**src/hw/pfm_defs.vh**
```
`ifndef PFM_DEFS_VH
`define PFM_DEFS_VH

// register byte offsets on the bus, one aligned word each
`define PFM_OFS_INPUT_SOURCE_SELECT 8'h00
`define PFM_OFS_PORTA_FUNCTION_LOW 8'h04
`define PFM_OFS_PORTA_FUNCTION_HIGH 8'h08
`define PFM_OFS_PORTB_FUNCTION_LOW 8'h0c
`define PFM_OFS_PORTB_FUNCTION_HIGH 8'h10
`define PFM_OFS_PORTC_FUNCTION_LOW 8'h14
`define PFM_OFS_PORTC_FUNCTION_HIGH 8'h18
`define PFM_OFS_PORTD_FUNCTION_LOW 8'h1c
`define PFM_OFS_PORTD_FUNCTION_HIGH 8'h20
`define PFM_OFS_PORTE_FUNCTION_LOW 8'h24
`define PFM_OFS_PORTE_FUNCTION_HIGH 8'h28
`define PFM_OFS_PORTF_FUNCTION_SEL 8'h2c

// register file index; selection registers follow the input source one
`define PFM_NREG 12
`define PFM_IDX_INPUT_SOURCE 4'h0
`define PFM_IDX_PORTD_HIGH 4'h8
`define PFM_IDX_NONE 4'hf

// reset value and writable masks
`define PFM_RST_SEL 8'h00
`define PFM_MASK_FULL 8'hff
`define PFM_MASK_INPUT_SOURCE 8'h7f
`define PFM_MASK_PORTD_HIGH 8'h3f

// input source bit positions
`define PFM_IFS_SERIAL_CLOCK 6
`define PFM_IFS_SERIAL_DATA 5
`define PFM_IFS_UART_RX 4
`define PFM_IFS_CT1_CLOCK 3
`define PFM_IFS_CHIP_SELECT 2
`define PFM_IFS_PT_CAPTURE 1
`define PFM_IFS_ST_CAPTURE 0

// selection codes
`define PFM_CODE_ALT1 2'b01
`define PFM_CODE_ALT2 2'b10
`define PFM_CODE_ALT3 2'b11

// pin numbering: port base plus bit
`define PFM_PA 0
`define PFM_PB 8
`define PFM_PC 16
`define PFM_PD 24
`define PFM_PE 32
`define PFM_PF 40
`define PFM_NPIN 44

// digital peripheral functions driven onto pins
`define PFM_NFN 14
`define PFM_FN_SDO 0
`define PFM_FN_SCS 1
`define PFM_FN_SCK 2
`define PFM_FN_SDA 3
`define PFM_FN_TX 4
`define PFM_FN_RX 5
`define PFM_FN_COMPACT_TIMER0_OUT 6
`define PFM_FN_COMPACT_TIMER0_OUT_INV 7
`define PFM_FN_COMPACT_TIMER1_OUT 8
`define PFM_FN_COMPACT_TIMER1_OUT_INV 9
`define PFM_FN_STP 10
`define PFM_FN_STANDARD_TIMER_OUT_INV 11
`define PFM_FN_PTP 12
`define PFM_FN_PERIODIC_TIMER_OUT_INV 13

`endif

```
**src/hw/pfm_sync.v**
```verilog
module pfm_sync #(
  parameter W = 44
) (
  // clock and reset
  input wire mclk_i,
  input wire rst_i,
  // raw and filtered levels
  input wire [W-1:0] async_i,
  output wire [W-1:0] level_o
);

  reg [W-1:0] s1_r;
  reg [W-1:0] s2_r;
  reg [W-1:0] s3_r;
  reg [W-1:0] level_r;
  wire [W-1:0] level_nxt;

  // a change counts only once stages two and three agree
  assign level_nxt = (s2_r & s3_r) | (level_r & (s2_r | s3_r));

  always @(posedge mclk_i or posedge rst_i) begin
    if (rst_i) begin
      s1_r <= {W{1'b0}};
      s2_r <= {W{1'b0}};
      s3_r <= {W{1'b0}};
      level_r <= {W{1'b0}};
    end else begin
      s1_r <= async_i;
      s2_r <= s1_r;
      s3_r <= s2_r;
      level_r <= level_nxt;
    end
  end

  assign level_o = level_r;

endmodule // pfm_sync

```
**src/hw/pfm_pin_cell.v**
```verilog
module pfm_pin_cell (
  // clock and reset
  input wire mclk_i,
  input wire rst_i,
  // selection code and the four candidates
  input wire [1:0] code_i,
  input wire [3:0] opt_out_i,
  input wire [3:0] opt_drv_i,
  input wire [3:0] opt_ana_i,
  // pad side
  output wire pad_out_o,
  output wire pad_oe_n_o,
  output wire pad_analog_o
);

  reg out_r;
  reg oe_n_r;
  reg ana_r;

  // analog functions always release the digital driver
  always @(posedge mclk_i or posedge rst_i) begin
    if (rst_i) begin
      out_r <= 1'b0;
      oe_n_r <= 1'b1;
      ana_r <= 1'b0;
    end else begin
      out_r <= opt_out_i[code_i];
      oe_n_r <= ~(opt_drv_i[code_i] & ~opt_ana_i[code_i]);
      ana_r <= opt_ana_i[code_i];
    end
  end

  assign pad_out_o = out_r;
  assign pad_oe_n_o = oe_n_r;
  assign pad_analog_o = ana_r;

endmodule // pfm_pin_cell

```
**src/hw/pfm_pin_mux.v**
```verilog
// How it works
// - serial clock input: PB1, or PF0 when bit6
// - serial data input: PB0, or PF1 when bit5
// - uart receive input: PB3, or PF3 when bit4
// - timer1 clock input: PE5, or PF0 when bit3
// - spi chip select input: PA2, or PA3 when bit2
// - periodic capture input: PB2, or PB4 when bit1
// - standard capture input: PE2, or PE3 when bit0
// - unimplemented bits read zero, ignore writes
// - PA3: chip select 01, low crystal 10
// - PA2: chip select on 01 only
// - PA1: timer0 out 01, bias level 11
// - PA0: spi data out on 01 only
// - PA7 key/segment; PA6 pump cap on 11
// - PA5 timer0 inverse/cap; PA4 data out/crystal
// - PB3 rx/analog; PB2 tx/timer/analog
// - PB1 serial clock/analog; PB0 data/vref/analog
// - PB7..4 keys/analog; PB4 inverse timer 01
// - port C pins: touch keys on 10
// - port D pins: keys 10, segments 11
// - PE3..0 segments, timer outputs, oscillator
// - PE7..4 keys, segments, timer1 outputs
// - PF3..0 segments, timer1, serial, uart
//
// Our own choices: the register addresses and register access over Wishbone.
`include "pfm_defs.vh"

module pfm_pin_mux (
  // clock and reset
  input wire mclk_i,
  input wire rst_i,
  // wishbone slave
  input wire wb_cyc_i,
  input wire wb_stb_i,
  input wire wb_we_i,
  input wire [7:0] wb_adr_i,
  input wire [3:0] wb_sel_i,
  input wire [31:0] wb_dat_i,
  output wire [31:0] wb_dat_o,
  output wire wb_ack_o,
  // package pins
  input wire [`PFM_NPIN-1:0] pad_in_i,
  output wire [`PFM_NPIN-1:0] pad_out_o,
  output wire [`PFM_NPIN-1:0] pad_oe_n_o,
  output wire [`PFM_NPIN-1:0] pad_analog_o,
  // port logic
  input wire [`PFM_NPIN-1:0] gpio_out_i,
  input wire [`PFM_NPIN-1:0] gpio_drv_i,
  output wire [`PFM_NPIN-1:0] gpio_in_o,
  // peripheral outputs
  input wire [`PFM_NFN-1:0] fn_out_i,
  input wire [`PFM_NFN-1:0] fn_drv_i,
  // routed peripheral inputs
  output wire serial_clock_in_o,
  output wire serial_data_in_line_o,
  output wire uart_rx_in_o,
  output wire compact_timer1_clock_in_o,
  output wire spi_chip_select_in_o,
  output wire periodic_timer_capture_in_o,
  output wire standard_timer_capture_in_o,
  output wire compact_timer0_clock_in_o,
  output wire external_irq_zero_o,
  output wire external_irq_one_o,
  output wire periodic_timer_clock_in_o,
  output wire standard_timer_clock_in_o,
  // analog function enables
  output wire [23:0] touch_key_inputs_en_o,
  output wire [23:0] lcd_segment_outputs_en_o,
  output wire [7:0] analog_channel_inputs_en_o,
  output wire low_crystal_in_en_o,
  output wire low_crystal_out_en_o,
  output wire high_crystal_in_en_o,
  output wire high_crystal_out_en_o,
  output wire adc_vref_en_o,
  output wire lcd_bias_level_two_en_o,
  output wire lcd_pump_cap_first_en_o,
  output wire lcd_pump_cap_second_en_o
);

  reg [7:0] sel_r [0:`PFM_NREG-1];
  reg ack_r;
  reg [7:0] rdat_r;
  reg [3:0] idx;
  reg [7:0] wmask;
  wire req;
  wire [`PFM_NPIN-1:0] pin_w;
  wire [2*`PFM_NPIN-1:0] cd_w;
  reg [4*`PFM_NPIN-1:0] fo;
  reg [4*`PFM_NPIN-1:0] fd;
  reg [4*`PFM_NPIN-1:0] fa;
  reg [11:0] route_r;
  reg [23:0] key_nxt;
  reg [23:0] seg_nxt;
  reg [7:0] an_nxt;
  reg [23:0] key_r;
  reg [23:0] seg_r;
  reg [7:0] an_r;
  reg [7:0] misc_r;
  integer i;
  integer p;
  integer n;
  genvar g;

  // ---------------- bus slave ----------------
  assign req = wb_cyc_i & wb_stb_i & ~ack_r;

  // unmapped addresses still ack, read zero and drop writes
  always @* begin
    case (wb_adr_i)
      `PFM_OFS_INPUT_SOURCE_SELECT: idx = 4'h0;
      `PFM_OFS_PORTA_FUNCTION_LOW: idx = 4'h1;
      `PFM_OFS_PORTA_FUNCTION_HIGH: idx = 4'h2;
      `PFM_OFS_PORTB_FUNCTION_LOW: idx = 4'h3;
      `PFM_OFS_PORTB_FUNCTION_HIGH: idx = 4'h4;
      `PFM_OFS_PORTC_FUNCTION_LOW: idx = 4'h5;
      `PFM_OFS_PORTC_FUNCTION_HIGH: idx = 4'h6;
      `PFM_OFS_PORTD_FUNCTION_LOW: idx = 4'h7;
      `PFM_OFS_PORTD_FUNCTION_HIGH: idx = 4'h8;
      `PFM_OFS_PORTE_FUNCTION_LOW: idx = 4'h9;
      `PFM_OFS_PORTE_FUNCTION_HIGH: idx = 4'ha;
      `PFM_OFS_PORTF_FUNCTION_SEL: idx = 4'hb;
      default: idx = `PFM_IDX_NONE;
    endcase
    if (idx == `PFM_IDX_INPUT_SOURCE)
      wmask = `PFM_MASK_INPUT_SOURCE;
    else if (idx == `PFM_IDX_PORTD_HIGH)
      wmask = `PFM_MASK_PORTD_HIGH;
    else
      wmask = `PFM_MASK_FULL;
  end

  always @(posedge mclk_i or posedge rst_i) begin
    if (rst_i) begin
      ack_r <= 1'b0;
      rdat_r <= 8'h00;
      for (i = 0; i < `PFM_NREG; i = i + 1)
        sel_r[i] <= `PFM_RST_SEL;
    end else begin
      ack_r <= req;
      if (req) begin
        rdat_r <= (idx == `PFM_IDX_NONE) ? 8'h00 : sel_r[idx];
        if (wb_we_i && wb_sel_i[0] && idx != `PFM_IDX_NONE)
          sel_r[idx] <= wb_dat_i[7:0] & wmask;
      end
    end
  end

  assign wb_ack_o = ack_r;
  assign wb_dat_o = {24'h00_0000, rdat_r};

  // ---------------- pin inputs ----------------
  pfm_sync #(
    .W(`PFM_NPIN)
  ) u_sync (
    .mclk_i(mclk_i),
    .rst_i(rst_i),
    .async_i(pad_in_i),
    .level_o(pin_w)
  );

  assign gpio_in_o = pin_w;

  // relocatable inputs follow the source bits; fixed ones are plain taps
  always @(posedge mclk_i or posedge rst_i) begin
    if (rst_i) begin
      route_r <= 12'h000;
    end else begin
      route_r[0] <= sel_r[0][`PFM_IFS_SERIAL_CLOCK] ? pin_w[`PFM_PF+0] : pin_w[`PFM_PB+1];
      route_r[1] <= sel_r[0][`PFM_IFS_SERIAL_DATA] ? pin_w[`PFM_PF+1] : pin_w[`PFM_PB+0];
      route_r[2] <= sel_r[0][`PFM_IFS_UART_RX] ? pin_w[`PFM_PF+3] : pin_w[`PFM_PB+3];
      route_r[3] <= sel_r[0][`PFM_IFS_CT1_CLOCK] ? pin_w[`PFM_PF+0] : pin_w[`PFM_PE+5];
      route_r[4] <= sel_r[0][`PFM_IFS_CHIP_SELECT] ? pin_w[`PFM_PA+3] : pin_w[`PFM_PA+2];
      route_r[5] <= sel_r[0][`PFM_IFS_PT_CAPTURE] ? pin_w[`PFM_PB+4] : pin_w[`PFM_PB+2];
      route_r[6] <= sel_r[0][`PFM_IFS_ST_CAPTURE] ? pin_w[`PFM_PE+3] : pin_w[`PFM_PE+2];
      route_r[7] <= pin_w[`PFM_PA+6];
      route_r[8] <= pin_w[`PFM_PA+6];
      route_r[9] <= pin_w[`PFM_PB+7];
      route_r[10] <= pin_w[`PFM_PB+6];
      route_r[11] <= pin_w[`PFM_PB+5];
    end
  end

  assign serial_clock_in_o = route_r[0];
  assign serial_data_in_line_o = route_r[1];
  assign uart_rx_in_o = route_r[2];
  assign compact_timer1_clock_in_o = route_r[3];
  assign spi_chip_select_in_o = route_r[4];
  assign periodic_timer_capture_in_o = route_r[5];
  assign standard_timer_capture_in_o = route_r[6];
  assign compact_timer0_clock_in_o = route_r[7];
  assign external_irq_zero_o = route_r[8];
  assign external_irq_one_o = route_r[9];
  assign periodic_timer_clock_in_o = route_r[10];
  assign standard_timer_clock_in_o = route_r[11];

  // ---------------- output candidates ----------------
  task automatic dig;
    input integer pin;
    input integer code;
    input o;
    input d;
    begin
      fo[4*pin+code] = o;
      fd[4*pin+code] = d;
    end
  endtask

  task automatic ana;
    input integer pin;
    input integer code;
    begin
      fa[4*pin+code] = 1'b1;
      fd[4*pin+code] = 1'b0;
    end
  endtask

  // every code not named below stays general purpose I/O
  always @* begin
    fo = {4*`PFM_NPIN{1'b0}};
    fd = {4*`PFM_NPIN{1'b0}};
    fa = {4*`PFM_NPIN{1'b0}};
    for (p = 0; p < `PFM_NPIN; p = p + 1) begin
      fo[4*p+:4] = {4{gpio_out_i[p]}};
      fd[4*p+:4] = {4{gpio_drv_i[p]}};
    end
    dig(`PFM_PA+3, 1, fn_out_i[`PFM_FN_SCS], fn_drv_i[`PFM_FN_SCS]);
    ana(`PFM_PA+3, 2);
    dig(`PFM_PA+2, 1, fn_out_i[`PFM_FN_SCS], fn_drv_i[`PFM_FN_SCS]);
    dig(`PFM_PA+1, 1, fn_out_i[`PFM_FN_COMPACT_TIMER0_OUT], fn_drv_i[`PFM_FN_COMPACT_TIMER0_OUT]);
    ana(`PFM_PA+1, 3);
    dig(`PFM_PA+0, 1, fn_out_i[`PFM_FN_SDO], fn_drv_i[`PFM_FN_SDO]);
    ana(`PFM_PA+7, 2);
    ana(`PFM_PA+7, 3);
    ana(`PFM_PA+6, 3);
    dig(`PFM_PA+5, 1, fn_out_i[`PFM_FN_COMPACT_TIMER0_OUT_INV], fn_drv_i[`PFM_FN_COMPACT_TIMER0_OUT_INV]);
    ana(`PFM_PA+5, 3);
    dig(`PFM_PA+4, 1, fn_out_i[`PFM_FN_SDO], fn_drv_i[`PFM_FN_SDO]);
    ana(`PFM_PA+4, 2);
    dig(`PFM_PB+3, 1, fn_out_i[`PFM_FN_RX], fn_drv_i[`PFM_FN_RX]);
    dig(`PFM_PB+2, 1, fn_out_i[`PFM_FN_TX], fn_drv_i[`PFM_FN_TX]);
    dig(`PFM_PB+2, 2, fn_out_i[`PFM_FN_PTP], fn_drv_i[`PFM_FN_PTP]);
    dig(`PFM_PB+1, 1, fn_out_i[`PFM_FN_SCK], fn_drv_i[`PFM_FN_SCK]);
    dig(`PFM_PB+0, 1, fn_out_i[`PFM_FN_SDA], fn_drv_i[`PFM_FN_SDA]);
    ana(`PFM_PB+0, 2);
    for (p = 0; p < 4; p = p + 1)
      ana(`PFM_PB+p, 3);
    dig(`PFM_PB+4, 1, fn_out_i[`PFM_FN_PERIODIC_TIMER_OUT_INV], fn_drv_i[`PFM_FN_PERIODIC_TIMER_OUT_INV]);
    for (p = 4; p < 8; p = p + 1) begin
      ana(`PFM_PB+p, 2);
      ana(`PFM_PB+p, 3);
    end
    for (p = 0; p < 8; p = p + 1)
      ana(`PFM_PC+p, 2);
    for (p = 0; p < 7; p = p + 1) begin
      ana(`PFM_PD+p, 2);
      ana(`PFM_PD+p, 3);
    end
    for (p = 0; p < 4; p = p + 1)
      ana(`PFM_PE+p, 3);
    dig(`PFM_PE+3, 1, fn_out_i[`PFM_FN_STANDARD_TIMER_OUT_INV], fn_drv_i[`PFM_FN_STANDARD_TIMER_OUT_INV]);
    dig(`PFM_PE+2, 1, fn_out_i[`PFM_FN_STP], fn_drv_i[`PFM_FN_STP]);
    ana(`PFM_PE+1, 2);
    ana(`PFM_PE+2, 2);
    for (p = 4; p < 8; p = p + 1) begin
      ana(`PFM_PE+p, 2);
      ana(`PFM_PE+p, 3);
    end
    dig(`PFM_PE+6, 1, fn_out_i[`PFM_FN_COMPACT_TIMER1_OUT], fn_drv_i[`PFM_FN_COMPACT_TIMER1_OUT]);
    dig(`PFM_PE+7, 1, fn_out_i[`PFM_FN_COMPACT_TIMER1_OUT_INV], fn_drv_i[`PFM_FN_COMPACT_TIMER1_OUT_INV]);
    for (p = 0; p < 4; p = p + 1)
      ana(`PFM_PF+p, 3);
    dig(`PFM_PF+1, 1, fn_out_i[`PFM_FN_COMPACT_TIMER1_OUT], fn_drv_i[`PFM_FN_COMPACT_TIMER1_OUT]);
    dig(`PFM_PF+2, 1, fn_out_i[`PFM_FN_COMPACT_TIMER1_OUT_INV], fn_drv_i[`PFM_FN_COMPACT_TIMER1_OUT_INV]);
    dig(`PFM_PF+0, 2, fn_out_i[`PFM_FN_SCK], fn_drv_i[`PFM_FN_SCK]);
    dig(`PFM_PF+1, 2, fn_out_i[`PFM_FN_SDA], fn_drv_i[`PFM_FN_SDA]);
    dig(`PFM_PF+2, 2, fn_out_i[`PFM_FN_TX], fn_drv_i[`PFM_FN_TX]);
    dig(`PFM_PF+3, 2, fn_out_i[`PFM_FN_RX], fn_drv_i[`PFM_FN_RX]);
  end

  // ---------------- per pin output stage ----------------
  // pin index 31 has no pad; its field is the unimplemented pair
  generate
    for (g = 0; g < `PFM_NPIN; g = g + 1) begin : g_pin
      assign cd_w[2*g+:2] = sel_r[1+g/4][2*(g%4)+:2];
      pfm_pin_cell u_cell (
        .mclk_i(mclk_i),
        .rst_i(rst_i),
        .code_i(cd_w[2*g+:2]),
        .opt_out_i(fo[4*g+:4]),
        .opt_drv_i(fd[4*g+:4]),
        .opt_ana_i(fa[4*g+:4]),
        .pad_out_o(pad_out_o[g]),
        .pad_oe_n_o(pad_oe_n_o[g]),
        .pad_analog_o(pad_analog_o[g])
      );
    end
  endgenerate

  // ---------------- analog function enables ----------------
  always @* begin
    key_nxt = 24'h00_0000;
    seg_nxt = 24'h00_0000;
    an_nxt = 8'h00;
    for (n = 0; n < 4; n = n + 1) begin
      key_nxt[n] = cd_w[2*(`PFM_PB+4+n)+:2] == `PFM_CODE_ALT2;
      an_nxt[n] = cd_w[2*(`PFM_PB+n)+:2] == `PFM_CODE_ALT3;
      an_nxt[4+n] = cd_w[2*(`PFM_PB+4+n)+:2] == `PFM_CODE_ALT3;
      seg_nxt[8+n] = cd_w[2*(`PFM_PE+n)+:2] == `PFM_CODE_ALT3;
      key_nxt[20+n] = cd_w[2*(`PFM_PE+4+n)+:2] == `PFM_CODE_ALT2;
      seg_nxt[12+n] = cd_w[2*(`PFM_PE+4+n)+:2] == `PFM_CODE_ALT3;
      seg_nxt[20+n] = cd_w[2*(`PFM_PF+n)+:2] == `PFM_CODE_ALT3;
    end
    for (n = 0; n < 8; n = n + 1)
      key_nxt[4+n] = cd_w[2*(`PFM_PC+n)+:2] == `PFM_CODE_ALT2;
    for (n = 0; n < 7; n = n + 1) begin
      key_nxt[12+n] = cd_w[2*(`PFM_PD+n)+:2] == `PFM_CODE_ALT2;
      seg_nxt[n] = cd_w[2*(`PFM_PD+n)+:2] == `PFM_CODE_ALT3;
    end
    key_nxt[19] = cd_w[2*(`PFM_PA+7)+:2] == `PFM_CODE_ALT2;
    seg_nxt[7] = cd_w[2*(`PFM_PA+7)+:2] == `PFM_CODE_ALT3;
  end

  always @(posedge mclk_i or posedge rst_i) begin
    if (rst_i) begin
      key_r <= 24'h00_0000;
      seg_r <= 24'h00_0000;
      an_r <= 8'h00;
      misc_r <= 8'h00;
    end else begin
      key_r <= key_nxt;
      seg_r <= seg_nxt;
      an_r <= an_nxt;
      misc_r[0] <= cd_w[2*(`PFM_PA+3)+:2] == `PFM_CODE_ALT2;
      misc_r[1] <= cd_w[2*(`PFM_PA+4)+:2] == `PFM_CODE_ALT2;
      misc_r[2] <= cd_w[2*(`PFM_PE+1)+:2] == `PFM_CODE_ALT2;
      misc_r[3] <= cd_w[2*(`PFM_PE+2)+:2] == `PFM_CODE_ALT2;
      misc_r[4] <= cd_w[2*(`PFM_PB+0)+:2] == `PFM_CODE_ALT2;
      misc_r[5] <= cd_w[2*(`PFM_PA+1)+:2] == `PFM_CODE_ALT3;
      misc_r[6] <= cd_w[2*(`PFM_PA+5)+:2] == `PFM_CODE_ALT3;
      misc_r[7] <= cd_w[2*(`PFM_PA+6)+:2] == `PFM_CODE_ALT3;
    end
  end

  assign touch_key_inputs_en_o = key_r;
  assign lcd_segment_outputs_en_o = seg_r;
  assign analog_channel_inputs_en_o = an_r;
  assign low_crystal_in_en_o = misc_r[0];
  assign low_crystal_out_en_o = misc_r[1];
  assign high_crystal_in_en_o = misc_r[2];
  assign high_crystal_out_en_o = misc_r[3];
  assign adc_vref_en_o = misc_r[4];
  assign lcd_bias_level_two_en_o = misc_r[5];
  assign lcd_pump_cap_first_en_o = misc_r[6];
  assign lcd_pump_cap_second_en_o = misc_r[7];

endmodule // pfm_pin_mux

```
**config.mk**
```make
export PLATFORM = sky130hd
export DESIGN_NAME = pfm_pin_mux
export DESIGN_NICKNAME = d
export VERILOG_FILES = /design/src/hw/pfm_sync.v /design/src/hw/pfm_pin_cell.v /design/src/hw/pfm_pin_mux.v
export VERILOG_INCLUDE_DIRS = /design/src /design/src/hw
export SDC_FILE = /design/constraint.sdc
export NUM_CORES = 1
export LEC_CHECK = 0
export BUFFER_PORTS_ARGS = -buffer_cell sky130_fd_sc_hd__buf_2
export CORE_AREA = 3 3 189 191
export CTS_CLUSTER_SIZE = 8
export DETAILED_ROUTE_END_ITERATION = 10
export DIE_AREA = 0 0 192 194
export PLACE_DENSITY_LB_ADDON = 0.12
export REMOVE_ABC_BUFFERS = 1
export SYNTH_ARGS = -nofsm -noshare
export SYNTH_HDL_FRONTEND = slang
export SYNTH_SLANG_ARGS = --single-unit
```
**constraint.sdc**
```tcl
create_clock -name mclk_i -period 38.4 [get_ports mclk_i]
set_clock_uncertainty 0.1 [all_clocks]
set_input_delay 3.84 -clock mclk_i [delete_from_list [all_inputs] [get_ports mclk_i]]
set_output_delay 3.84 -clock mclk_i [all_outputs]
set_load 0.02 [all_outputs]
```
Word level (Yosys, flattened, before mapping)
Cells that the tools add are included.
{"block": "word_totals", "ff_bits": 485, "inputBits": 209, "out_inout_bits": 285}
{"block": "op_classes", "n_lt_le_gt_ge": 46, "n_eq_ne": 74, "muxes": 281, "bitwise": 141, "n_reduce_logical": 6}
{"operator": "binary-select mux 1 bit (select 2 bit)", "n": 132}
{"operator": "2-to-1 mux 1 bit", "n": 139}
{"operator": "< comparator 2 x 3 -> 1 bit, second input constant", "n": 44}
{"operator": "== test 2 bit, second input constant", "n": 60}
{"operator": "bitwise mux 96 bit", "n": 1}
{"operator": "inverter 1 bit", "n": 89}
{"operator": "AND 44 bit", "n": 2}
{"operator": "OR 44 bit", "n": 2}
{"operator": "2-to-1 mux 8 bit", "n": 6}
{"operator": "one-hot mux 4 bit (12 select lines)", "n": 1}
{"operator": "AND 1 bit", "n": 46}
{"operator": "binary-select mux 8 bit (select 4 bit)", "n": 1}
{"operator": "demux 8 bit (select 4 bit)", "n": 1}
{"operator": "== test 8 x 5 -> 1 bit, second input constant", "n": 4}
{"operator": "== test 8 x 6 -> 1 bit, second input constant", "n": 4}
{"operator": "== test 8 x 4 -> 1 bit, second input constant", "n": 2}
{"operator": "AND 8 bit", "n": 1}
{"operator": "== test 4 bit, second input constant", "n": 2}
{"operator": "== test 8 x 3 -> 1 bit, second input constant", "n": 1}
{"operator": "logical NOT 8 bit", "n": 1}
{"operator": "greater-or-equal comparator 5 bit, second input constant", "n": 1}
{"operator": "< comparator 5 x 1 -> 1 bit, second input constant", "n": 1}
{"operator": "inverter 4 -> 5 bit", "n": 1}
{"operator": "logical NOT 4 bit", "n": 1}
{"operator": "3 further kinds", "n": 5}

Logic depth before layout (Yosys ltp)
Gate-level depths: netlist of run 1.
{"block": "depth", "word_depth": 8, "ltp_mapped": 7, "mapped_depth_nobuf": 5}

Cells and area by module
From an unflattened synthesis of run 1, not the netlist that was laid out.
{"block": "unflattened", "cells_unflattened": 1138, "area_unflattened_um2": 19413.6}
{"mod": "pfm_pin_mux", "instances": 1, "cells_each": 565, "area_per_inst_um2": 7408.4, "seq_area_each_um2": 4404.2}
{"mod": "pfm_pin_cell", "instances": 44, "cells_each": 8, "area_per_inst_um2": 161.4, "seq_area_each_um2": 76.3}
{"mod": "pfm_sync", "instances": 1, "cells_each": 221, "area_per_inst_um2": 4903.5, "seq_area_each_um2": 4404.2}

Worst setup path after synthesis of run 1
Ideal clock, no wire load.
{"block": "synth_timing", "kind": "input to register", "startpoint": "input port wb_adr_i[1]", "endpoint": "register sel_r (netlist bit cd_w[48])", "setup_ns": 0.125, "t_arrival_ns": 5.453, "required_time_ns": 38.175, "slack_ns": 32.722, "cell_stages": 5, "n_path_buf": 1, "path_cell_list": "or4_4 nor4b_4 and3_1 buf_6 mux2_2"}
{"block": "synth_via", "elab_chain_len": 8, "elab_cells_between_ends": 26, "cone_classes": "order compare: 2; eq/ne: 12; mux: 5; bitwise: 2; reduce/logical: 5"}
{"element": "start: declaration", "line": "pfm_pin_mux.v:36", "rtl": "input wire [7:0] wb_adr_i,"}
{"element": "== test 8 x 6 -> 1 bit (tied with other cells)", "line": "pfm_pin_mux.v:109", "rtl": "case (wb_adr_i)"}
{"element": "one-hot mux 4 bit (12 select lines) *", "line": "pfm_pin_mux.v:109"}
{"element": "inverter 4 -> 5 bit (implied by the code)", "line": "pfm_pin_mux.v:143", "rtl": "sel_r[idx] <= wb_dat_i[7:0] & wmask;"}
{"element": "greater-or-equal comparator 5 bit (implied by the code) / < comparator 5 x 1 -> 1 bit (equally long branches)", "line": "pfm_pin_mux.v:143"}
{"element": "logical AND 1 bit (implied by the code)", "line": "pfm_pin_mux.v:143"}
{"element": "2-to-1 mux 8 bit (implied by the code)", "line": "pfm_pin_mux.v:143"}
{"element": "demux 8 bit (select 4 bit)", "line": "pfm_pin_mux.v:143"}
{"element": "bitwise mux 96 bit", "line": "pfm_pin_mux.v:143"}
{"element": "end signal: indexed assignment", "line": "pfm_pin_mux.v:137", "rtl": "sel_r[i] <= `PFM_RST_SEL;"}
{"element": "end signal: indexed assignment", "line": "pfm_pin_mux.v:143"}
{"element": "end: declaration", "line": "pfm_pin_mux.v:80", "rtl": "reg [7:0] sel_r [0:`PFM_NREG-1];"}
Mark *: on every way between the ends. The rest lies on a longest branch, timed or not.
A chain may end at the register's enable or synchronous reset.

==> results of run 1 <==
==> through the flow <==
stage / hold slack, ns / utilization (%) / total power (W) / instances / setup WS, ns
after floorplan: 0.231 / - / 0.000557 / 928 / 21.74
after global placement: 0.232 / 53.4 / 0.000587 / 1824 / 31.06
after detailed placement: 0.235 / 53.4 / 0.000589 / 1824 / 30.99
after CTS: 0.235 / 59.2 / 0.00114 / 1945 / 31.59
after global routing: 0.241 / 59.2 / 0.00117 / 1948 / 31.24
final: 0.232 / 59.2 / 0.00112 / 1948 / 31.81
==> sequential cells by signal (all words and copies together) (netlist names), 28 cells and up <==
register	cells
cd_w	88
g_pin.u_cell.pad_oe_n_o	44
g_pin.u_cell.pad_out_o	44
u_sync.level_o	44
u_sync.s1_r	44
u_sync.s2_r	44
u_sync.s3_r	44
g_pin.u_cell.pad_analog_o	28
==> power breakdown <==
| group | switching [W] | internal (W) |
|---|---|---|
| sequential | 0.00000825 | 0.000505 |
| clock | 0.000203 | 0.000339 |
| combinational | 0.0000437 | 0.0000231 |
| total | 0.000255 | 0.000867 |
==> worst paths after layout <==
path | end | slack, ns | cells past startpoint
max in group mclk_i | cd_w[50] | 32.75 | 5
min in group asynchronous | u_sync.level_o[27] | 3.25 | 2
worst max register to register | cd_w[50] | 35.61 | 4
worst min-delay path | u_sync.s2_r[13] | 0.23 | 0
worst min register to register | u_sync.s2_r[13] | 0.23 | 0
worst max-delay path | u_sync.s2_r[35] | 31.81 | 5
==> per-layer routing <==
layer,up-vias,share of wire [%],routed length (microns),track usage [%]
met1,4683,39,14200,24.4
met3,64,8.6,3130,6.27
met5,-,0.099,36,0
met4,6,2.5,899,6.80
li1,4192,-,-,-
met2,365,50,17900,31.8
==> layout by cell type, fill, tap and decap left out, drive strengths merged, types with 5 or more instances in the layout <==
cell,instances
or2,6
a211oi,6
clkbuf,116
nor2b,51
nor2,17
o31ai,5
and2,34
dfstp,44
buf,441
dfrtp,415
a21oi,13
maj3,44
nand2b,31
mux4,17
a31oi,8
o41ai,5
nand2,20
inv,17
mux2i,21
mux2,123
conb,31
==> worst max-delay path: stages <==
cell and delay [ns]:
buf_2 0.13, inv_8 0.40, buf_4 0.85, buf_4 0.82, buf_4 0.84
==> area by class of cell <==
type	count	area, sq um	share of cell area [%]
Sequential cell	459	11500	56.9
Clock inverter	5	61.3	0.302
Inverter	14	60.1	0.296
Timing Repair Buffer	441	2220	10.9
Antenna cell	3	7.51	0.0370
Tap cell	455	569	2.80
Clock buffer	116	1920	9.48
Multi-Input combinational cell	455	3910	19.3
==> kinds of logic (layout without fill, tap and decap cells) <==
kind of cell | after synthesis | count (layout) | share of synthesized area [%]
compound gates | 48 | 48 | 1.93
simple gates | 171 | 171 | 6.24
flops | 459 | 459 | 68.5
mux | 161 | 161 | 11.7
other cells | 1 | 34 | 0.0223
fa+ha+maj | 44 | 44 | 2.61
buf+inv | 217 | 576 | 8.96
==> results.py, run 1 <==
metrics = {
    "clocking": {
        "cts_hold_buf": 0,
        "cts_buffer_depth": 3,
        "worstSkewPairLatency_ns": 0.57,
        "cts_sinks": 459,
        "cts_tree": "done",
        "cts_resized": 0,
        "path_clk_slew_ns": 0.05,
        "post_cts_buffers": 0,
        "cts_buffers": 67,
        "cts_max_level": 3,
        "cts-root-buf": "clkbuf_16",
    },
    "drt": {
        "wl_per_cell_microns": 18.6,
        "wl_microns": 36200,
        "drt_iter0_drc": 397,
        "drc": 0,
        "vias": 9310,
        "routed_via_density": 4.78,
        "antenna_left": 0,
        "drtPass1Iterations": 4,
    },
    "critical_path": {
        "crit_arrival_ns": 7.05,
        "r2r_start": "wb_ack_o",
        "cp-end-kind": "async pin",
        "worstSetupPathType": "in2async",
        "crit_path_start_kind": "input pin",
        "cp.required_ns": 38.86,
        "path_max_fanout": 85,
        "setup.worst_path.start": "rst_i",
    },
    "logic_synthesis": {
        "synth_top_flop_cell": "dfrtp_1",
        "async_flop_share_pct": 100,
        "yosysWarnings": 0,
        "synthCells": 1101,
        "avgSynthCellArea_sq_um": 15.3,
        "synthTopCellsByCount": "dfrtp_1 (415), buf_4 (179), mux2_2 (123)",
        "synth.distinct_cells": 40,
        "yosysTopAreaCellShare_pct": 61.6,
        "synth.top_cells.by_area": "dfrtp_1 (62%), mux2_2 (8.2%), buf_4 (8.0%), dfstp_2 (6.9%), maj3_1 (2.6%)",
        "synth_top_area_cell": "dfrtp_1",
        "ys_seq_area_share_pct": 68.5,
        "synth-edff-count": 0,
        "netlist_area_sq_um": 16800,
        "ys_ff_latch": 459,
        "synth.most_common_cell": "dfrtp_1",
    },
    "layout": {
        "layout-drive-gt1-share_pct": 48.3,
        "fillers": 2809,
        "fin_nets": 1647,
        "syn2layout_area_growth_pct": 20.5,
        "final_area_sq_um": 20300,
    },
    "floorplanning": {
        "num_rows": 68,
        "die_width_microns": 192,
        "dieArea_sq_um": 37200,
        "start_util_pct": 49.1,
        "io_pins": 494,
        "fp.dieH_microns": 194,
        "core_area_sq_um": 34300,
    },
    "place": {
        "portBuffers": 435,
        "dp_hpwl_microns": 25500,
        "dpl_cell_area_sq_um": 18300,
        "routabilityCongestion": 0.766,
    },
    "global_routing": {
        "grt_overflow": 0,
        "grtUsageTotal_pct": 19.4,
        "grt_max_degree": 86,
        "grt_antenna_before_repair": 6,
        "grt_pass1_vias": 9734,
        "grt_pass1_wl_microns": 55500,
    },
    "timing": {
        "setup-violations-final": 0,
        "hold_viol": 0,
        "slew_headroom_pct": 32.6,
        "setup_tns_ns": 0,
        "fmax_mhz": 152,
        "worst_pin_slew_ns": 1.01,
        "min_period_ns": 6.59,
        "report.final.slew_viol_count": 0,
        "fin_crit_sh_pct": 17.2,
        "rsz0062_at_grt": "no",
    },
    "min_path": {
        "min-delay-start": "u_sync.s1_r[13]",
        "worstHoldPathType": "reg2reg",
    },
    "flow_run": {
        "cap_violations": 0,
    },
    "power_and_ir_drop": {
        "ir_worst_vdd_mv": 0.0357,
        "p_leak_nw": 10.3,
        "powerDensity_nw_per_um2": 55.3,
    },
    "status": {
        "outcome": "complete, no violations",
    },
}
Note: power is estimated with default switching activity, not from simulation.
==> inputs of run 2 (changes only) <==
--- a/config.mk
+++ b/config.mk
@@ -7,10 +7,10 @@
 export NUM_CORES = 1
 export LEC_CHECK = 0
 export BUFFER_PORTS_ARGS = -buffer_cell sky130_fd_sc_hd__buf_2
-export CORE_AREA = 3 3 189 191
+export CORE_MARGIN = 3
+export CORE_UTILIZATION = 47
 export CTS_CLUSTER_SIZE = 8
 export DETAILED_ROUTE_END_ITERATION = 10
-export DIE_AREA = 0 0 192 194
 export PLACE_DENSITY_LB_ADDON = 0.12
 export REMOVE_ABC_BUFFERS = 1
 export SYNTH_ARGS = -nofsm -noshare
==> constraint.sdc (replaced) <==
create_clock -name mclk_i -period 5.75 [get_ports mclk_i]
set_clock_uncertainty 0.1 [all_clocks]
set_input_delay 0.575 -clock mclk_i [delete_from_list [all_inputs] [get_ports mclk_i]]
set_output_delay 0.575 -clock mclk_i [all_outputs]
set_load 0.02 [all_outputs]
==> run 2 against run 1 <==
Against the previous run: register-to-register slack worse by 33 ns; non-clock buffer count rose by 79; via count rose by 3.5%; die area increased by 2.4%; hold slack worse by 0.20 ns; first-iteration DRC count shrank 15%; critical path depth down 1.
==> results.py, run 2 (synthesis results as in run 1) <==
metrics = {
    "min_path": {
        "min-delay-start": "gpio_drv_i[19]",
        "worstHoldPathType": "in2reg",
    },
    "critical_path": {
        "cp-end-kind": "flop",
        "critPathTopFamily": "simple AND/OR/NAND/NOR gates",
        "path_max_fanout": 13,
        "crit_path_start_kind": "flop",
        "cp_slowest_cell": "nand3b_1",
        "cp.required_ns": 6.11,
        "crit_buf_inv": 0,
        "path_cells": "nand3b_1 -> nor4b_4 -> and3_1 -> mux2_2",
        "worstSetupPathType": "reg2reg",
        "r2r_start": "wb_ack_o",
        "setup.worst_path.start": "wb_ack_o",
        "crit_arrival_ns": 3.11,
        "max_stage_delay_ns": 0.63,
    },
    "global_routing": {
        "grt_max_degree": 152,
        "grt_pass1_wl_microns": 59900,
        "grt_pass1_vias": 10400,
        "grt_antenna_before_repair": 4,
        "grt_overflow": 0,
        "grtUsageTotal_pct": 20.2,
    },
    "drt": {
        "wl_per_cell_microns": 18.9,
        "drt_iter0_drc": 338,
        "drc": 0,
        "wl_microns": 38300,
        "antenna_left": 0,
        "routed_via_density": 4.75,
        "vias": 9638,
        "drtPass1Iterations": 4,
    },
    "timing": {
        "setup_tns_ns": 0,
        "fmax_mhz": 364,
        "min_period_ns": 2.75,
        "rsz0062_at_grt": "no",
        "slew_headroom_pct": 32.9,
        "setup-violations-final": 0,
        "fin_crit_sh_pct": 47.8,
        "hold_viol": 0,
        "worst_pin_slew_ns": 1.00,
        "report.final.slew_viol_count": 0,
    },
    "layout": {
        "fin_nets": 1726,
        "final_cell_mix": "buf_2 (435), dfrtp_1 (415), mux2_2 (123)",
        "fin_util_pct": 60.4,
        "largest_reg_flops": 88,
        "fillers": 2773,
        "final_area_sq_um": 21100,
        "layout_commonest_cell": "buf_2",
        "syn2layout_area_growth_pct": 25.4,
        "layout-drive-gt1-share_pct": 45.8,
        "regArea_sq_um": 11500,
        "multi_input_area_sq_um": 3910,
    },
    "place": {
        "routabilityCongestion": 0.772,
        "dp_hpwl_microns": 26100,
        "portBuffers": 435,
        "dpl_cell_area_sq_um": 18300,
    },
    "clocking": {
        "path_clk_slew_ns": 0.05,
        "cts_max_level": 3,
        "cts-root-buf": "clkbuf_16",
        "cts_tree": "done",
        "cts_resized": 0,
        "worstSkewPairLatency_ns": 0.58,
        "post_cts_buffers": 0,
        "cts_sinks": 459,
        "cts_hold_buf": 81,
        "cts_buffer_depth": 3,
        "cts_buffers": 67,
    },
    "floorplanning": {
        "core_area_sq_um": 35000,
        "start_util_pct": 48.2,
        "io_pins": 494,
        "num_rows": 68,
        "die_width_microns": 195,
        "fp.dieH_microns": 195,
        "dieArea_sq_um": 38200,
    },
    "status": {
        "outcome": "complete, no violations",
    },
    "power_and_ir_drop": {
        "p_leak_nw": 10.6,
        "ir_worst_vdd_mv": 0.279,
        "power_w": 0.00755,
        "powerDensity_nw_per_um2": 358,
    },
    "flow_run": {
        "cap_violations": 0,
    },
}
## run 2: changes by cell type in the layout (fill, tap and decap cells not counted)
cell           delta
buf_12            +2
clkbuf_16         -2
buf_4             -4
inv_6             -2
clkinv_8          +2
dlygate4sd3_1    +81
inv_16            +2
## run 2: per-stage QoR
step / setup WS, ns / hold WS (ns) / std cells
3_3_place_gp: 2.81 / 0.231 / 1822
2_1_floorplan: -7.65 / 0.231 / 928
3_5_place_dp: 2.77 / 0.235 / 1822
5_1_grt: 2.87 / 0.00522 / 2026
4_1_cts: 2.95 / 0.00153 / 2024
6_report: 3.00 / 0.0276 / 2027
## run 2: layout make-up
cell class / count / area share, %
clock buffer: 114 / 8.87
timing repair buffer: 520 / 14.4
inverter: 14 / 0.284
multi-input combinational: 455 / 18.5
sequential: 459 / 54.6
clock inverter: 7 / 0.551
antenna: 3 / 0.0355
tap: 455 / 2.70
## run 2: power breakdown
part / internal, W / switching [W] / total, W
clock network: 0.00223 / 0.00140 / 0.00363
logic: 0.000191 / 0.000304 / 0.000495
registers: 0.00337 / 0.0000555 / 0.00343
total: 0.00580 / 0.00176 / 0.00755
## run 2: path summary, 6_finish.rpt
path                                               end  slack, ns  cells past startpoint
max                                           cd_w[50]       3.00                      4
min                        g_pin[19].u_cell.pad_oe_n_o       0.03                      2
max reg2reg                                   cd_w[50]       3.00                      4
min reg2reg                             u_sync.s2_r[4]       0.24                      0
max in group asynchronous                      cd_w[9]       4.09                      3
min in group asynchronous              u_sync.s1_r[17]       0.10                      2
## run 2: worst reg2reg max path, delay by kind of cell (launching register included)
family        cells  cell delay [ns]
mux               1             0.39
flops             1             0.38
simple gates      3             1.76
## run 2: per-layer routing
layer  part of all wire, %  vias to the layer above  wire [microns]  global-route usage, %
li1                      -                     4364               -                      -
met1                    41                     4840           15700                   26.4
met2                    49                      352           18800                   32.4
met3                   7.2                       80            2750                   6.38
met4                   2.9                        2            1100                   6.76
met5                 0.034                        -              13                      0
==> inputs of run 3 (changes only) <==
==> constraint.sdc (replaced) <==
create_clock -name mclk_i -period 2.4 [get_ports mclk_i]
set_clock_uncertainty 0.1 [all_clocks]
set_input_delay 0.24 -clock mclk_i [delete_from_list [all_inputs] [get_ports mclk_i]]
set_output_delay 0.24 -clock mclk_i [all_outputs]
set_load 0.02 [all_outputs]
==> run 3 against run 2 <==
Against the previous run: sequential power grew 140%; non-clock buffer count is 120 higher; core utilization is 3.3 points higher; largest power group unchanged; first-iteration DRC count fell by 0.30%; combinational power rose to 2.7 times the previous value; setup slack got worse by 2.8 ns; global-route usage is 0.95 points higher; power increased by 140%; die area stayed put; clock-buffer cell count increased by 4.
==> results.py, run 3 (synthesis results as in run 1) <==
metrics = {
    "status": {
        "outcome": "complete, no violations",
    },
    "floorplanning": {
        "die_width_microns": 195,
        "io_pins": 494,
        "dieArea_sq_um": 38200,
        "num_rows": 68,
        "fp.dieH_microns": 195,
        "start_util_pct": 48.2,
        "core_area_sq_um": 35000,
    },
    "critical_path": {
        "crit_path_start_kind": "flop",
        "worstSetupPathType": "reg2reg",
        "crit_arrival_ns": 2.55,
        "cp.required_ns": 2.74,
        "cp-end-kind": "flop",
        "path_max_fanout": 8,
    },
    "clocking": {
        "cts-root-buf": "clkbuf_16",
        "cts_buffers": 67,
        "cts_sinks": 459,
        "post_cts_buffers": 0,
        "path_clk_slew_ns": 0.05,
        "cts_tree": "done",
        "cts_max_level": 3,
        "cts_buffer_depth": 3,
        "worstSkewPairLatency_ns": 0.56,
    },
    "layout": {
        "syn2layout_area_growth_pct": 32.2,
        "layout-drive-gt1-share_pct": 44.3,
        "num_antenna_cells": 0,
        "fin_nets": 1846,
        "final_area_sq_um": 22300,
        "stdcell_count": 2147,
        "largest_reg_flops": 88,
        "final_cell_mix": "buf_2 (435), dfrtp_1 (413), dlygate4sd3_1 (172)",
        "layout_commonest_cell": "buf_2",
    },
    "global_routing": {
        "grt_pass1_vias": 10900,
        "grt_antenna_before_repair": 1,
        "grtUsageTotal_pct": 21.2,
        "grt_pass1_wl_microns": 62900,
        "grt_max_degree": 81,
        "grt_overflow": 0,
    },
    "timing": {
        "min_period_ns": 2.21,
        "fin_crit_sh_pct": 92.2,
        "hold_viol": 0,
        "setup-violations-final": 0,
        "setup_tns_ns": 0,
        "fmax_mhz": 452,
        "slew_headroom_pct": 34.4,
        "worst_pin_slew_ns": 0.979,
        "report.final.slew_viol_count": 0,
        "rsz0062_at_grt": "no",
    },
    "drt": {
        "antenna_left": 0,
        "drt_iter0_drc": 337,
        "drc": 0,
        "vias": 10100,
        "wl_microns": 40000,
        "drtPass1Iterations": 5,
        "routed_via_density": 4.72,
        "wl_per_cell_microns": 18.6,
    },
    "power_and_ir_drop": {
        "p_leak_nw": 11.1,
        "ir_worst_vdd_mv": 0.731,
        "powerDensity_nw_per_um2": 817,
    },
    "place": {
        "place_inst": 1851,
        "portBuffers": 435,
        "dpl_cell_area_sq_um": 18600,
        "routabilityCongestion": 0.780,
        "dp_hpwl_microns": 27400,
    },
    "flow_run": {
        "cap_violations": 0,
    },
    "min_path": {
        "worstHoldPathType": "in2reg",
    },
}
-- run 3: worst max-delay path, cell delays in order, from the launching register on --
cell and delay, ns:
dfrtp_2 0.48, nor2b_1 0.07, a211oi_1 0.22, dlygate4sd3_1 0.60, a21oi_1 0.05, dlygate4sd3_1 0.57
-- run 3: power by group --
| group | switching [W] | internal [W] | total (W) |
|---|---|---|---|
| logic | 0.000762 | 0.000584 | 0.00135 |
| registers | 0.000136 | 0.00808 | 0.00822 |
| clock network | 0.00326 | 0.00538 | 0.00864 |
-- run 3: cell type report --
class	instances	area, sq um
Tap cell	455	569
Sequential cell	459	11500
Clock buffer	118	1910
Clock inverter	6	66.3
Inverter	14	60.1
Fill cell	2574	12700
Multi-Input combinational cell	455	3910
Timing Repair Buffer	640	4220
-- run 3: final timing paths --
kind / cells past startpoint / from / endpoint / slack [ns]
hold / removal: 2 / wb_dat_i[4] / cd_w[36] / 0.04
setup / recovery: 5 / cd_w[82] / g_pin[41].u_cell.pad_out_o / 0.19
setup reg to reg: 5 / cd_w[82] / g_pin[41].u_cell.pad_out_o / 0.19
hold reg to reg: 0 / u_sync.s1_r[8] / u_sync.s2_r[8] / 0.24
min in group asynchronous: 3 / rst_i / u_sync.s1_r[17] / 0.20
max in group asynchronous: 4 / rst_i / cd_w[84] / 1.16
-- run 3: metal layers --
metal,vias up,wire length (microns),track usage [%]
met5,-,14,0
met4,2,1020,7.21
met3,65,2450,5.21
met2,364,19800,34.9
met1,5121,16700,27.7
li1,4585,-,-
-- run 3: metrics by stage --
stage               setup slack (ns)  hold WS [ns]  util, %  total power [W]
global route                  0.0585        0.0501     63.7           0.0189
global placement               0.109         0.231     53.1          0.00945
CTS                            0.142        0.0215     63.7           0.0184
detailed placement             0.107         0.235     53.1          0.00948
floorplan                     -10.66         0.166        -          0.00891
finish                         0.188        0.0432     63.7           0.0182
-- run 3: what timing repair did --
action | CTS | global route
gates resized for setup | 0 | 2
hold buffers | 172 | 0
setup endpoints to repair | 0 | 2
endpoints found under the hold margin | 195 | 0
